[config.mk]
export PLATFORM = sky130hd
export DESIGN_NAME = bad_decoder
export DESIGN_NICKNAME = d
export VERILOG_FILES = /design/src/shared/bad_pkg.sv /design/src/design/bad_user_output.sv /design/src/design/bad_decoder.sv
export SDC_FILE = /design/constraint.sdc
export NUM_CORES = 1
export LEC_CHECK = 0
export BUFFER_PORTS_ARGS = -buffer_cell sky130_fd_sc_hd__buf_4
export CORE_ASPECT_RATIO = 0.5
export CORE_MARGIN = 2
export CORE_UTILIZATION = 44
export DETAILED_ROUTE_END_ITERATION = 12
export PLACE_DENSITY = 0.83
export REMOVE_ABC_BUFFERS = 1
export SYNTH_ARGS = -nofsm -noshare
export SYNTH_HDL_FRONTEND = slang
export SYNTH_HIERARCHICAL = 1
export SYNTH_SLANG_ARGS = --single-unit
[constraint.sdc]
create_clock -name clk -period 5.6 [get_ports clk]
set_input_delay 0 -clock clk [delete_from_list [all_inputs] [get_ports clk]]
set_output_delay 0 -clock clk [all_outputs]
set_load 0.03 [all_outputs]
[src/shared/bad_pkg.sv]
// How it works
// - mode 0 shows only low 32kB RAM up to 0x7FFF, network at 0x8000-0x9000.
// - banking mode maps base RAM to 0x7FFF and chosen 16kB bank at 0x8000-0xBFFF.
// - host writes bank number to 0xFF00; window accesses go to that bank.
// - banking mode base area is always backed by the last RAM banks.
// - banking mode places the network register area at 0xC000.
// - linear mode maps RAM from zero to 0xFEFF, network at 0xFF80.
// - two user outputs, each a write strobe, read strobe or select, either polarity.
// - 0xFF00-0xFFFF is kept for registers, user output areas and network area.
// - bank number steers mapping only in map mode 1.
// - bank register keeps four low bits; bits 4-7 read zero, writes dropped.
// - configuration register at 0xFF01 sets map mode and both user outputs.
// - configuration bits 1:0 are the map mode.
// - bits 6:5 are output b mode, bit 7 its polarity, zero active low.
// - bits 3:2 are output a mode, bit 4 its polarity, zero active low.
// - configuration register is write-only; reads give no usable value.
// - map mode 00 compatibility, 01 banking, 10 maximum linear.
// - output mode 00 write pulse, 01 read pulse, 10 any access, 11 static.
// - output a answers 0xFF04-0xFF07, output b answers 0xFF08-0xFF0B.
// - output b in mode 11 follows bank bit 3, the top RAM address bit.
package bad_pkg;

  // ==========================================================
  // widths
  localparam int BUS_ADDR_W = 16;
  localparam int BUS_DATA_W = 8;
  localparam int BANK_W     = 4;
  localparam int RAM_ADDR_W = 18;
  localparam int NET_ADDR_W = 12;

  // ==========================================================
  // register addresses and reset values
  localparam logic [15:0] ADDR_BANK_CHOICE = 16'hFF00;
  localparam logic [15:0] ADDR_DEC_CONFIG  = 16'hFF01;
  localparam logic [7:0]  CONF_RESET       = 8'h00;
  localparam logic [3:0]  BANK_RESET       = 4'h0;

  // ==========================================================
  // address map boundaries
  localparam logic [15:0] LOW_RAM_TOP  = 16'h7FFF;
  localparam logic [15:0] WINDOW_BASE  = 16'h8000;
  localparam logic [15:0] WINDOW_TOP   = 16'hBFFF;
  localparam logic [15:0] NET_M0_BASE  = 16'h8000;
  localparam logic [15:0] NET_M0_TOP   = 16'h9000;
  localparam logic [15:0] NET_M1_BASE  = 16'hC000;
  localparam logic [15:0] NET_M1_TOP   = 16'hCFFF;
  localparam logic [15:0] LINEAR_TOP   = 16'hFEFF;
  localparam logic [15:0] NET_M2_BASE  = 16'hFF80;
  localparam logic [15:0] RESERVED_BASE = 16'hFF00;
  localparam logic [15:0] UOA_BASE     = 16'hFF04;
  localparam logic [15:0] UOB_BASE     = 16'hFF08;

  // ==========================================================
  // types
  typedef enum logic [1:0] {
    MAP_COMPAT  = 2'h0,
    MAP_BANKED  = 2'h1,
    MAP_LINEAR  = 2'h2,
    MAP_SPARE   = 2'h3
  } bad_map_mode_t;

  typedef enum logic [1:0] {
    UO_WR_STROBE = 2'h0,
    UO_RD_STROBE = 2'h1,
    UO_SELECT    = 2'h2,
    UO_STATIC    = 2'h3
  } bad_uo_mode_t;

  typedef struct packed {
    logic         polarity;
    bad_uo_mode_t mode;
  } bad_uo_cfg_t;

  // bit 7 polarity b, 6:5 mode b, 4 polarity a, 3:2 mode a, 1:0 map mode
  typedef struct packed {
    bad_uo_cfg_t   outB;
    bad_uo_cfg_t   outA;
    bad_map_mode_t mapMode;
  } bad_dec_cfg_t;

  // one host bus request as seen in a clock cycle
  typedef struct packed {
    logic [15:0] addr;
    logic        wr;
    logic        rd;
    logic [7:0]  wrData;
  } bad_bus_req_t;

endpackage

[src/design/bad_user_output.sv]
`timescale 1ns/10ps
// ==========================================================
// one user output: strobe, select or static level
module bad_user_output (
  clk,
  sys_rst,
  hit,
  wr,
  rd,
  cfg,
  staticLevel,
  userOut
);
  input  wire logic             clk;
  input  wire logic             sys_rst;
  input  wire logic             hit;
  input  wire logic             wr;
  input  wire logic             rd;
  input  wire bad_pkg::bad_uo_cfg_t cfg;
  input  wire logic             staticLevel;
  output logic                  userOut;

  logic active;

  // pick the access kinds that assert the output
  always_comb begin
    unique case (cfg.mode)
      bad_pkg::UO_WR_STROBE: active = hit & wr;
      bad_pkg::UO_RD_STROBE: active = hit & rd;
      bad_pkg::UO_SELECT:    active = hit & (wr | rd);
      bad_pkg::UO_STATIC:    active = 1'b0;
    endcase
  end

  // registered level; idles at the inverse of the polarity bit
  always_ff @(posedge clk) begin
    if (sys_rst) begin
      userOut <= 1'b1; // inactive for the reset polarity (active low)
    end else if (cfg.mode == bad_pkg::UO_STATIC) begin
      userOut <= staticLevel;
    end else begin
      userOut <= active ? cfg.polarity : ~cfg.polarity;
    end
  end

endmodule

[src/design/bad_decoder.sv]
`timescale 1ns/10ps
// ==========================================================
// banked address decoder with bank and configuration registers
module bad_decoder #(
  parameter int RAM_BANKS = 8
) (
  clk,
  sys_rst,
  busAddr,
  busWrStb,
  busRdStb,
  busWrData,
  busRdData,
  busRdValid,
  ramSel,
  ramAddr,
  netSel,
  netAddr,
  userOutA,
  userOutB
);
  // ==========================================================
  // ports
  input  wire logic                           clk;
  input  wire logic                           sys_rst;
  input  wire logic [bad_pkg::BUS_ADDR_W-1:0] busAddr;
  input  wire logic                           busWrStb;
  input  wire logic                           busRdStb;
  input  wire logic [bad_pkg::BUS_DATA_W-1:0] busWrData;
  output logic      [bad_pkg::BUS_DATA_W-1:0] busRdData;
  output logic                                busRdValid;
  output logic                                ramSel;
  output logic      [bad_pkg::RAM_ADDR_W-1:0] ramAddr;
  output logic                                netSel;
  output logic      [bad_pkg::NET_ADDR_W-1:0] netAddr;
  output logic                                userOutA;
  output logic                                userOutB;

  // ==========================================================
  // local constants
  // the last two banks back the unbanked base area in banking mode
  localparam int                         BASE_BANK_INT  = RAM_BANKS - 2;
  localparam logic [31:0]                BASE_BANK_WIDE = BASE_BANK_INT;
  localparam logic [bad_pkg::BANK_W-1:0] BASE_BANK      = BASE_BANK_WIDE[bad_pkg::BANK_W-1:0];

  // ==========================================================
  // internal signals
  bad_pkg::bad_bus_req_t          busReq;          // host request of this cycle
  logic [bad_pkg::BANK_W-1:0]     bankChoice_reg;  // chosen window bank
  bad_pkg::bad_dec_cfg_t          decConfig_reg;   // map mode and user output setup
  logic                           hitBank;         // access to the bank register
  logic                           hitConf;         // access to the configuration register
  logic                           hitUoA;          // access in the first user output range
  logic                           hitUoB;          // access in the second user output range
  logic                           inLowRam;        // below the 32kB line
  logic                           inWindow;        // inside the banked window
  logic                           inLinear;        // inside the linear RAM span
  logic                           inReserved;      // inside the controller page
  logic                           inNetCompat;     // network area, compatibility mode
  logic                           inNetBanked;     // network area, banking mode
  logic                           inNetLinear;     // network area, linear mode
  logic                           ramSel_next;
  logic [bad_pkg::RAM_ADDR_W-1:0] ramAddr_next;
  logic                           netSel_next;
  logic [bad_pkg::NET_ADDR_W-1:0] netAddr_next;
  logic                           rdValid_next;
  logic [bad_pkg::BUS_DATA_W-1:0] rdData_next;

  // ==========================================================
  // host request carrier
  // bundle the bus pins so the decode reads one record
  assign busReq = {busAddr, busWrStb, busRdStb, busWrData};

  // ==========================================================
  // address compares
  // controller registers sit at the bottom of the reserved page
  assign hitBank = (busReq.addr == bad_pkg::ADDR_BANK_CHOICE);
  assign hitConf = (busReq.addr == bad_pkg::ADDR_DEC_CONFIG);

  // each user output owns an aligned group of four addresses
  assign hitUoA = (busReq.addr[15:2] == bad_pkg::UOA_BASE[15:2]);
  assign hitUoB = (busReq.addr[15:2] == bad_pkg::UOB_BASE[15:2]);

  // RAM spans for the three map modes
  assign inLowRam   = (busReq.addr <= bad_pkg::LOW_RAM_TOP);
  assign inWindow   = (busReq.addr >= bad_pkg::WINDOW_BASE) && (busReq.addr <= bad_pkg::WINDOW_TOP);
  assign inLinear   = (busReq.addr <= bad_pkg::LINEAR_TOP);
  assign inReserved = (busReq.addr >= bad_pkg::RESERVED_BASE);

  // network controller spans for the three map modes
  assign inNetCompat = (busReq.addr >= bad_pkg::NET_M0_BASE) && (busReq.addr <= bad_pkg::NET_M0_TOP);
  assign inNetBanked = (busReq.addr >= bad_pkg::NET_M1_BASE) && (busReq.addr <= bad_pkg::NET_M1_TOP);
  assign inNetLinear = (busReq.addr >= bad_pkg::NET_M2_BASE);

  // ==========================================================
  // memory map decode
  // route the address to RAM or the network controller by map mode;
  // the reserved top page never reaches RAM in any mode
  always_comb begin
    ramSel_next  = 1'b0;
    ramAddr_next = '0;
    netSel_next  = 1'b0;
    netAddr_next = '0;
    unique case (decConfig_reg.mapMode)
      bad_pkg::MAP_COMPAT: begin
        // only the low 32kB, the rest of RAM is out of reach
        if (inLowRam) begin
          ramSel_next  = 1'b1;
          ramAddr_next = {2'b00, busReq.addr};
        end
        if (inNetCompat) begin
          netSel_next  = 1'b1;
          netAddr_next = busReq.addr[11:0];
        end
      end
      bad_pkg::MAP_BANKED: begin
        // base area always shows the last bank pair
        if (inLowRam) begin
          ramSel_next  = 1'b1;
          ramAddr_next = {BASE_BANK[bad_pkg::BANK_W-1:1], busReq.addr[14:0]};
        end
        // the window follows the bank register, only in this mode
        if (inWindow) begin
          ramSel_next  = 1'b1;
          ramAddr_next = {bankChoice_reg, busReq.addr[13:0]};
        end
        if (inNetBanked) begin
          netSel_next  = 1'b1;
          netAddr_next = busReq.addr[11:0];
        end
      end
      bad_pkg::MAP_LINEAR: begin
        // one flat RAM span up to the reserved page
        if (inLinear && !inReserved) begin
          ramSel_next  = 1'b1;
          ramAddr_next = {2'b00, busReq.addr};
        end
        if (inNetLinear) begin
          netSel_next  = 1'b1;
          netAddr_next = {5'h00, busReq.addr[6:0]};
        end
      end
      bad_pkg::MAP_SPARE: begin
        // undefined map code: nothing outside the controller answers
        ramSel_next = 1'b0;
        netSel_next = 1'b0;
      end
    endcase
  end

  // ==========================================================
  // bank choice register
  // only the four low bits exist; the upper data bits are dropped
  always_ff @(posedge clk) begin
    if (sys_rst) begin
      bankChoice_reg <= bad_pkg::BANK_RESET;
    end else if (busReq.wr && hitBank) begin
      bankChoice_reg <= busReq.wrData[bad_pkg::BANK_W-1:0];
    end
  end

  // ==========================================================
  // configuration register
  // write-only; reset leaves compatibility mode with idle outputs
  always_ff @(posedge clk) begin
    if (sys_rst) begin
      decConfig_reg <= bad_pkg::bad_dec_cfg_t'(bad_pkg::CONF_RESET);
    end else if (busReq.wr && hitConf) begin
      decConfig_reg <= bad_pkg::bad_dec_cfg_t'(busReq.wrData);
    end
  end

  // ==========================================================
  // register read port
  // the bank register reads back with zero upper bits; the
  // configuration register has no read path and returns zero
  always_comb begin
    rdValid_next = busReq.rd && (hitBank || hitConf);
    rdData_next  = '0;
    if (busReq.rd && hitBank) begin
      rdData_next = {4'h0, bankChoice_reg};
    end else if (busReq.rd && hitConf) begin
      rdData_next = '0;
    end
  end

  // read data and its valid flag stand for one cycle
  always_ff @(posedge clk) begin
    if (sys_rst) begin
      busRdData  <= '0;
      busRdValid <= 1'b0;
    end else begin
      busRdData  <= rdData_next;
      busRdValid <= rdValid_next;
    end
  end

  // ==========================================================
  // registered map outputs
  // selects and addresses follow the bus address one cycle later
  always_ff @(posedge clk) begin
    if (sys_rst) begin
      ramSel  <= 1'b0;
      ramAddr <= '0;
      netSel  <= 1'b0;
      netAddr <= '0;
    end else begin
      ramSel  <= ramSel_next;
      ramAddr <= ramAddr_next;
      netSel  <= netSel_next;
      netAddr <= netAddr_next;
    end
  end

  // ==========================================================
  // user outputs
  // first output: static mode drives its own polarity bit
  bad_user_output outAUnit (
    .clk         (clk),
    .sys_rst     (sys_rst),
    .hit         (hitUoA),
    .wr          (busReq.wr),
    .rd          (busReq.rd),
    .cfg         (decConfig_reg.outA),
    .staticLevel (decConfig_reg.outA.polarity),
    .userOut     (userOutA)
  );

  // second output: static mode follows bank bit 3, the top RAM
  // address bit when the larger memory is fitted
  bad_user_output outBUnit (
    .clk         (clk),
    .sys_rst     (sys_rst),
    .hit         (hitUoB),
    .wr          (busReq.wr),
    .rd          (busReq.rd),
    .cfg         (decConfig_reg.outB),
    .staticLevel (bankChoice_reg[bad_pkg::BANK_W-1]),
    .userOut     (userOutB)
  );

  // ==========================================================
  // assertions

  // compatibility mode shows low RAM at the bus address
  property p_compat_low_ram;
    @(posedge clk) disable iff (sys_rst)
      (decConfig_reg.mapMode == bad_pkg::MAP_COMPAT) && (busAddr <= bad_pkg::LOW_RAM_TOP)
      |=> ramSel && (ramAddr == {2'b00, $past(busAddr)});
  endproperty
  a_compat_low_ram: assert property (p_compat_low_ram)
    else $error("low RAM not selected in compatibility mode");

  // compatibility mode network area
  property p_compat_net;
    @(posedge clk) disable iff (sys_rst)
      (decConfig_reg.mapMode == bad_pkg::MAP_COMPAT) && inNetCompat
      |=> netSel && !ramSel;
  endproperty
  a_compat_net: assert property (p_compat_net)
    else $error("network area not selected in compatibility mode");

  // compatibility mode leaves everything above the network area dark
  property p_compat_high_dark;
    @(posedge clk) disable iff (sys_rst)
      (decConfig_reg.mapMode == bad_pkg::MAP_COMPAT) && (busAddr > bad_pkg::NET_M0_TOP)
      |=> !ramSel && !netSel;
  endproperty
  a_compat_high_dark: assert property (p_compat_high_dark)
    else $error("upper space answered in compatibility mode");

  // banking mode window carries the chosen bank
  property p_window_bank;
    @(posedge clk) disable iff (sys_rst)
      (decConfig_reg.mapMode == bad_pkg::MAP_BANKED) && inWindow
      |=> ramSel && (ramAddr[17:14] == $past(bankChoice_reg));
  endproperty
  a_window_bank: assert property (p_window_bank)
    else $error("window does not follow the bank register");

  // banking mode base area sits in the last bank pair
  property p_base_last_bank;
    @(posedge clk) disable iff (sys_rst)
      (decConfig_reg.mapMode == bad_pkg::MAP_BANKED) && inLowRam
      |=> ramSel && (ramAddr[17:15] == BASE_BANK[bad_pkg::BANK_W-1:1]);
  endproperty
  a_base_last_bank: assert property (p_base_last_bank)
    else $error("base area not backed by the last banks");

  // banking mode network area
  property p_net_banked;
    @(posedge clk) disable iff (sys_rst)
      (decConfig_reg.mapMode == bad_pkg::MAP_BANKED) && inNetBanked
      |=> netSel && !ramSel;
  endproperty
  a_net_banked: assert property (p_net_banked)
    else $error("network area not selected in banking mode");

  // linear mode maps RAM one to one
  property p_linear_ram;
    @(posedge clk) disable iff (sys_rst)
      (decConfig_reg.mapMode == bad_pkg::MAP_LINEAR) && (busAddr <= bad_pkg::LINEAR_TOP)
      |=> ramSel && (ramAddr == {2'b00, $past(busAddr)});
  endproperty
  a_linear_ram: assert property (p_linear_ram)
    else $error("linear RAM address wrong");

  // linear mode network area at the top
  property p_linear_net;
    @(posedge clk) disable iff (sys_rst)
      (decConfig_reg.mapMode == bad_pkg::MAP_LINEAR) && inNetLinear
      |=> netSel && !ramSel;
  endproperty
  a_linear_net: assert property (p_linear_net)
    else $error("network area not selected in linear mode");

  // the controller page never selects RAM
  property p_reserved_no_ram;
    @(posedge clk) disable iff (sys_rst)
      (busAddr >= bad_pkg::RESERVED_BASE)
      |=> !ramSel;
  endproperty
  a_reserved_no_ram: assert property (p_reserved_no_ram)
    else $error("RAM selected inside the controller page");

  // bank register reads back what was stored
  property p_bank_read;
    @(posedge clk) disable iff (sys_rst)
      busRdStb && (busAddr == bad_pkg::ADDR_BANK_CHOICE)
      |=> busRdValid && (busRdData == {4'h0, $past(bankChoice_reg)});
  endproperty
  a_bank_read: assert property (p_bank_read)
    else $error("bank register read back wrong");

  // read data never shows the unimplemented upper bits
  property p_rd_upper_zero;
    @(posedge clk) disable iff (sys_rst)
      busRdValid
      |-> (busRdData[7:4] == 4'h0);
  endproperty
  a_rd_upper_zero: assert property (p_rd_upper_zero)
    else $error("upper read bits not zero");

  // first output in static mode shows its polarity bit
  property p_static_a;
    @(posedge clk) disable iff (sys_rst)
      (decConfig_reg.outA.mode == bad_pkg::UO_STATIC)
      |=> (userOutA == $past(decConfig_reg.outA.polarity));
  endproperty
  a_static_a: assert property (p_static_a)
    else $error("first output static level wrong");

  // second output in static mode shows bank bit 3
  property p_static_b;
    @(posedge clk) disable iff (sys_rst)
      (decConfig_reg.outB.mode == bad_pkg::UO_STATIC)
      |=> (userOutB == $past(bankChoice_reg[bad_pkg::BANK_W-1]));
  endproperty
  a_static_b: assert property (p_static_b)
    else $error("second output does not follow bank bit 3");

  // first output write strobe fires on a write in its range
  property p_strobe_a;
    @(posedge clk) disable iff (sys_rst)
      (decConfig_reg.outA.mode == bad_pkg::UO_WR_STROBE) && busWrStb && hitUoA
      |=> (userOutA == $past(decConfig_reg.outA.polarity));
  endproperty
  a_strobe_a: assert property (p_strobe_a)
    else $error("first output write strobe missing");

  // first output write strobe idles without a bus access
  property p_idle_a;
    @(posedge clk) disable iff (sys_rst)
      (decConfig_reg.outA.mode == bad_pkg::UO_WR_STROBE) && !busWrStb && !busRdStb
      |=> (userOutA == !$past(decConfig_reg.outA.polarity));
  endproperty
  a_idle_a: assert property (p_idle_a)
    else $error("first output not idle");

endmodule

# Word-level counts from Yosys, hierarchy flattened

Cells that the tools add are included.

Order comparisons: 9
Equality and inequality tests: 13
Mux-type cells: 23
Bitwise gates (word level): 10
Reductions and logical operators: 14

Operators with widths:

| operator             | count |
|---|---|
| $ge 16x16->1 const B | 4 |
| $le 16x16->1 const B | 4 |
| $pmux 18 s3          | 1 |
| $pmux 12 s3          | 1 |
| $eq 16x16->1 const B | 2 |
| $mux 16              | 2 |
| $eq 14x14->1 const B | 2 |
| $mux 12              | 2 |
| $mux 18              | 1 |
| $mux 17              | 1 |
| $le 16x15->1 const B | 1 |
| $pmux 1 s4           | 4 |
| $eq 2x2->1 const B   | 6 |
| $mux 1               | 10 |
| $logic_and 1x1->1    | 8 |
| $mux 7               | 1 |
| $and 1x1->1          | 6 |
| $eq 2x1->1 const B   | 3 |
| $logic_not 2->1      | 3 |
| $not 1->1            | 3 |
| $reduce_or 2->1      | 1 |
| $logic_not 1->1      | 1 |
| $logic_or 1x1->1     | 1 |
| $or 1x1->1           | 1 |

Bits in registers: 55
Output and inout port bits: 43
Logic and storage cells: 84

# Longest topological paths before layout

Depth after elaboration: 5
Depth in mapped cells: 8
Mapped depth without buffers: 6

# Cells and area by module

The synthesis kept the hierarchy.

Modules (own cells, without submodules):

| module          | instances | cells each | area each (um^2) | seq. area each (um^2) |
|---|---|---|---|---|
| bad_decoder     | 1         | 177        | 1836.8           | 980.9 |
| bad_user_output | 2         | 14         | 123.9            | 20.0 |

# Worst setup path after synthesis

OpenSTA, ideal clock, no wires.

Kind: input port to flip-flop
From: input busAddr[4] (netlist name)
To: register netAddr[1] (netlist name)
Library setup time: 0.070 ns
Arrival time: 1.771 ns
Data required time: 5.530 ns
Slack: 3.759 ns
Stages: 6
Path through: or4_1 -> buf_2 -> or3_1 -> buf_2 -> or4_4 -> a21boi_1

Cells in the longest elaborated chain, start to end: 4

RTL lines:

| element                                     | line                                   | source |
|---|---|---|
| start: declaration                          | bad_decoder.sv:26                      | `input wire logic [bad_pkg::BUS_ADDR_W-1:0] busAddr;` |
| $ge 16x16->1 (tied with other cells)        | bad_decoder.sv:92                      | `assign inNetBanked = (busReq.addr >= bad_pkg::NET_M1_BASE) && (busReq.addr <= bad_pkg::NET_M1_TOP);` |
| $logic_and 1x1->1, on equally long branches | bad_decoder.sv:92, bad_decoder.sv:91   |  |
| $mux 12, on equally long branches           | bad_decoder.sv:127, bad_decoder.sv:111 |  |
| $pmux 12 s3 (*)                             | bad_decoder.sv:104                     | `unique case (decConfig_reg.mapMode)` |
| end signal: assignment                      | bad_decoder.sv:211                     | `netAddr <= netAddr_next;` |
| end: declaration                            | bad_decoder.sv:35                      | `output logic [bad_pkg::NET_ADDR_W-1:0] netAddr;` |

Mark *: on every way between the ends. The rest lies on a longest branch, timed or not.
A chain may end at the register's enable or synchronous reset.

# Final worst setup path

From: input busAddr[4] (netlist name)
To: register netAddr[4] (netlist name)

Same word-level chain as after synthesis.

==> results.md <==
* Worst-skew pair later-pin latency at 0.30 ns
* Layout Cells excl Fill at roughly 340
* Nets at 320
* Routed WL at 4870 µm
* CP Data Required Time at roughly 5.8 ns
* Crit end category: register
* Largest net degree at the start of global routing at 36
* Post-synth EDFFs at 0
* CTS tree: yes
* Placed wire-length estimate at approximately 3400 µm
* Worst Max-Slew Pin Slew at around 0.75 ns
* LEAKAGE at 1.20 nW
* Hold Crit Class: primary input to register
* Status: finished, final reports clean
* Fillers at 368
* Port Buf Inserts at 66
* Hold path startpoint: busWrData[3]
* Num CTS Buffers at 5
* Area Overhead vs Synth at 38.5%
* Seq/Total Area, Yosys at 0.490
* Yosys cell types at 42
* # diodes at 0
* Post-synth top flop: dfxtp_1
* Max-cap violations at 0
* CTS sink count at slightly above 50
* Final worst-path cycle share at 0.427
* Synth area leaders: dfxtp_1, nand2b_1, mux2i_1, and2_1, ha_1
* Placer congestion estimate at approximately 0.78
* Final setup fails at 0
* Resized Gates After CTS at 0
* Slew headroom at 0.495
* Share of the synthesized area in the top cell type at 0.490
* I/O pin count at a little over 70
* Vias at between 1500 and 2000
* Core Footprint at between 0.004 and 0.005 mm²
* Max-slew violations at 0
* Congestion Overflow GR at 0
* PwrDens at about 240 mW/mm²
* Initial antenna violation count at 0
* Final antenna-violating net count at 0
* First-pass DRT Iterations at 5
* Setup crit start kind: primary input
* Yosys warnings at 6
* Clk buf depth at 2
* Yosys top cell by area: dfxtp_1
* Mapped Cells at approximately 210
* CP arrival at approximately 2.6 ns
* Row Count at 17
* Post-CTS Setup Bufs at 0
* DRC at 0
* Initial core utilization at 0.467
* DRT iter0 DRCs at 84
* First-pass GRT wire length at ~7400 µm
* CP peak stage delay at 0.67 ns
* R2r worst-path depth at 4
* R2R setup slack at 3.89 ns
* Tmin final at ~2.4 ns
* RSZ-0062 raised after global routing: no
* Die height at 52.7 µm
* Synth Register Bits at 51
* Number of global-route vias before repair at ~1700
* Critical R2R Capture: netAddr[10]
* Die area at 0.00534 mm²
* Hold Violations, Final at 0
* Total GRT Usage at 0.181
* Asr flop ratio synth at 0
* DP Cell Count at approximately 320
* Crit path max-delay family: simple AND/OR/NAND/NOR gates
* Crit path cell chain: dlygate4sd3_1, buf_4, or4_1, or3_1, or4_4, a21boi_1
* Mean Syn Cell Area at about 10 µm²
* Hold Buf Count CTS at 18
* TNS Setup at 0 ns
* Fmax at between 400 and 500 MHz
* Root Buffer: clkbuf_8
* Worst r2r src: decConfig_reg[1]
* Hold slack at 0.00954 ns
* DR vias/cell at between 5 and 6
* Die width at 101 µm
* Average wire per standard cell at about 14 µm
* Share of cells above drive strength 1 at 0.287
* WP buf/inv at 2
* CP Max Fanout at 6
* Reg clk slew, reported paths at 0.09 ns
* Hold depth at 3
* Clock Skew at ~0.0092 ns
* Slowest cell on crit path: or4_1
* Number of flip-flops in the largest register at 18
* H-tree lvl count at 2
* VDD IR-drop max at 0.000116 V
* CP Class: primary input to register
* Hold EP: decConfig_reg[3]
* Cell area after synthesis at 0.00208 mm²
[cell families (layout without fill, tap and decap cells)]
logic type,count (synthesis),count (layout),synth area share
AOI/OAI and AO/OA,22,22,0.0798
xor gates and xnor gates,1,1,0.00420
adders and majority gates,6,6,0.0360
buffers and inverters,23,101,0.0498
DFF,51,51,0.490
muxes,12,12,0.0576
other,1,4,0.00180
and+or+nand+nor,89,89,0.281
[worst max path at each step]
stage                       endpoint  cells after the start  slack, ns       start
final                     netAddr[4]                      6       3.21  busAddr[4]
after global routing      netAddr[4]                      6       3.19  busAddr[4]
after CTS                 netAddr[4]                      6       3.25  busAddr[4]
after detailed placement  netAddr[4]                      5       3.52  busAddr[4]
after global placement    netAddr[6]                      5       3.58  busAddr[4]
after floorplan           netAddr[1]                      4       3.79  busAddr[4]
[report_power, final]
group          internal (mW)  switching (mW)  total (mW)  leakage [nW]
registers              0.368         0.00152       0.369         0.414
logic                 0.0373          0.0390      0.0764         0.739
clock network          0.131           0.118       0.249        0.0502
total                  0.536           0.159       0.695          1.20
[cells in the mapped netlist, types with 3 or more instances]
library cell / number
nor4bb_1: 7
inv_1: 9
nor2_1: 6
nand2_1: 7
dfxtp_1: 51
a21oi_1: 3
buf_4: 4
a21boi_1: 5
nor4_1: 5
ha_1: 6
nand3_1: 5
and2_1: 16
nand2b_1: 22
mux2i_1: 12
clkbuf_1: 8
[layout by cell type (no fill, tap or decap), types with 2 or more instances in the layout]
master,synthesis,routed
a21boi_1,5,5
a21oi_1,3,3
a2bb2oi_1,2,2
a31oi_1,2,2
and2_1,16,16
and4_1,2,2
buf_4,4,67
clkbuf_8,0,5
conb_1,1,4
dfxtp_1,51,51
dlygate4sd3_1,0,18
ha_1,6,6
inv_1,9,9
mux2i_1,12,12
nand2_1,7,7
nand2b_1,22,22
nand3_1,5,5
nand3b_1,2,2
nand4_1,2,2
nor2_1,6,6
nor2b_2,2,2
nor3_1,2,2
nor4_1,5,5
nor4bb_1,7,7
o211ai_1,2,2
o21ai_0,2,2
o31ai_2,2,2
or4_1,2,2
[worst reg2reg max path: cells and delay by family, from the launching register on]
kind	cells	cell delay [ns]
simple gates	3	1.00
flops	1	0.42
compound gates	1	0.19
[metal layers]
metal  up-vias  wire [µm]  global-route usage  part of all wire
li1        865          -                   -                 -
met1       837       2030               0.211              0.42
met2        68       2430               0.320              0.50
met3        13        341              0.0480             0.070
met4         0         73              0.0743             0.015
met5         -          0                   0                 0
[area by class of cell]
class | instances | area (µm²) | share of cell area
flip-flops and latches | 51 | 1020 | 0.354
clock buffers | 5 | 68.8 | 0.0238
clock inverters | 2 | 37.5 | 0.0130
multi-input cells | 134 | 971 | 0.336
well taps | 57 | 71.3 | 0.0247
inverters | 9 | 33.8 | 0.0117
repair buffers | 85 | 683 | 0.237
[through the flow]
step	power (mW)	util	cell area [µm²]	worst slack [ns]
after floorplan	0.408	-	2030	3.79
after global placement	0.442	0.582	2600	3.58
after detailed placement	0.443	0.582	2600	3.52
after CTS	0.696	0.646	2890	3.25
after global routing	0.718	0.646	2890	3.19
final	0.695	0.646	2890	3.21
No activity file was read; power rests on OpenSTA's default activity.
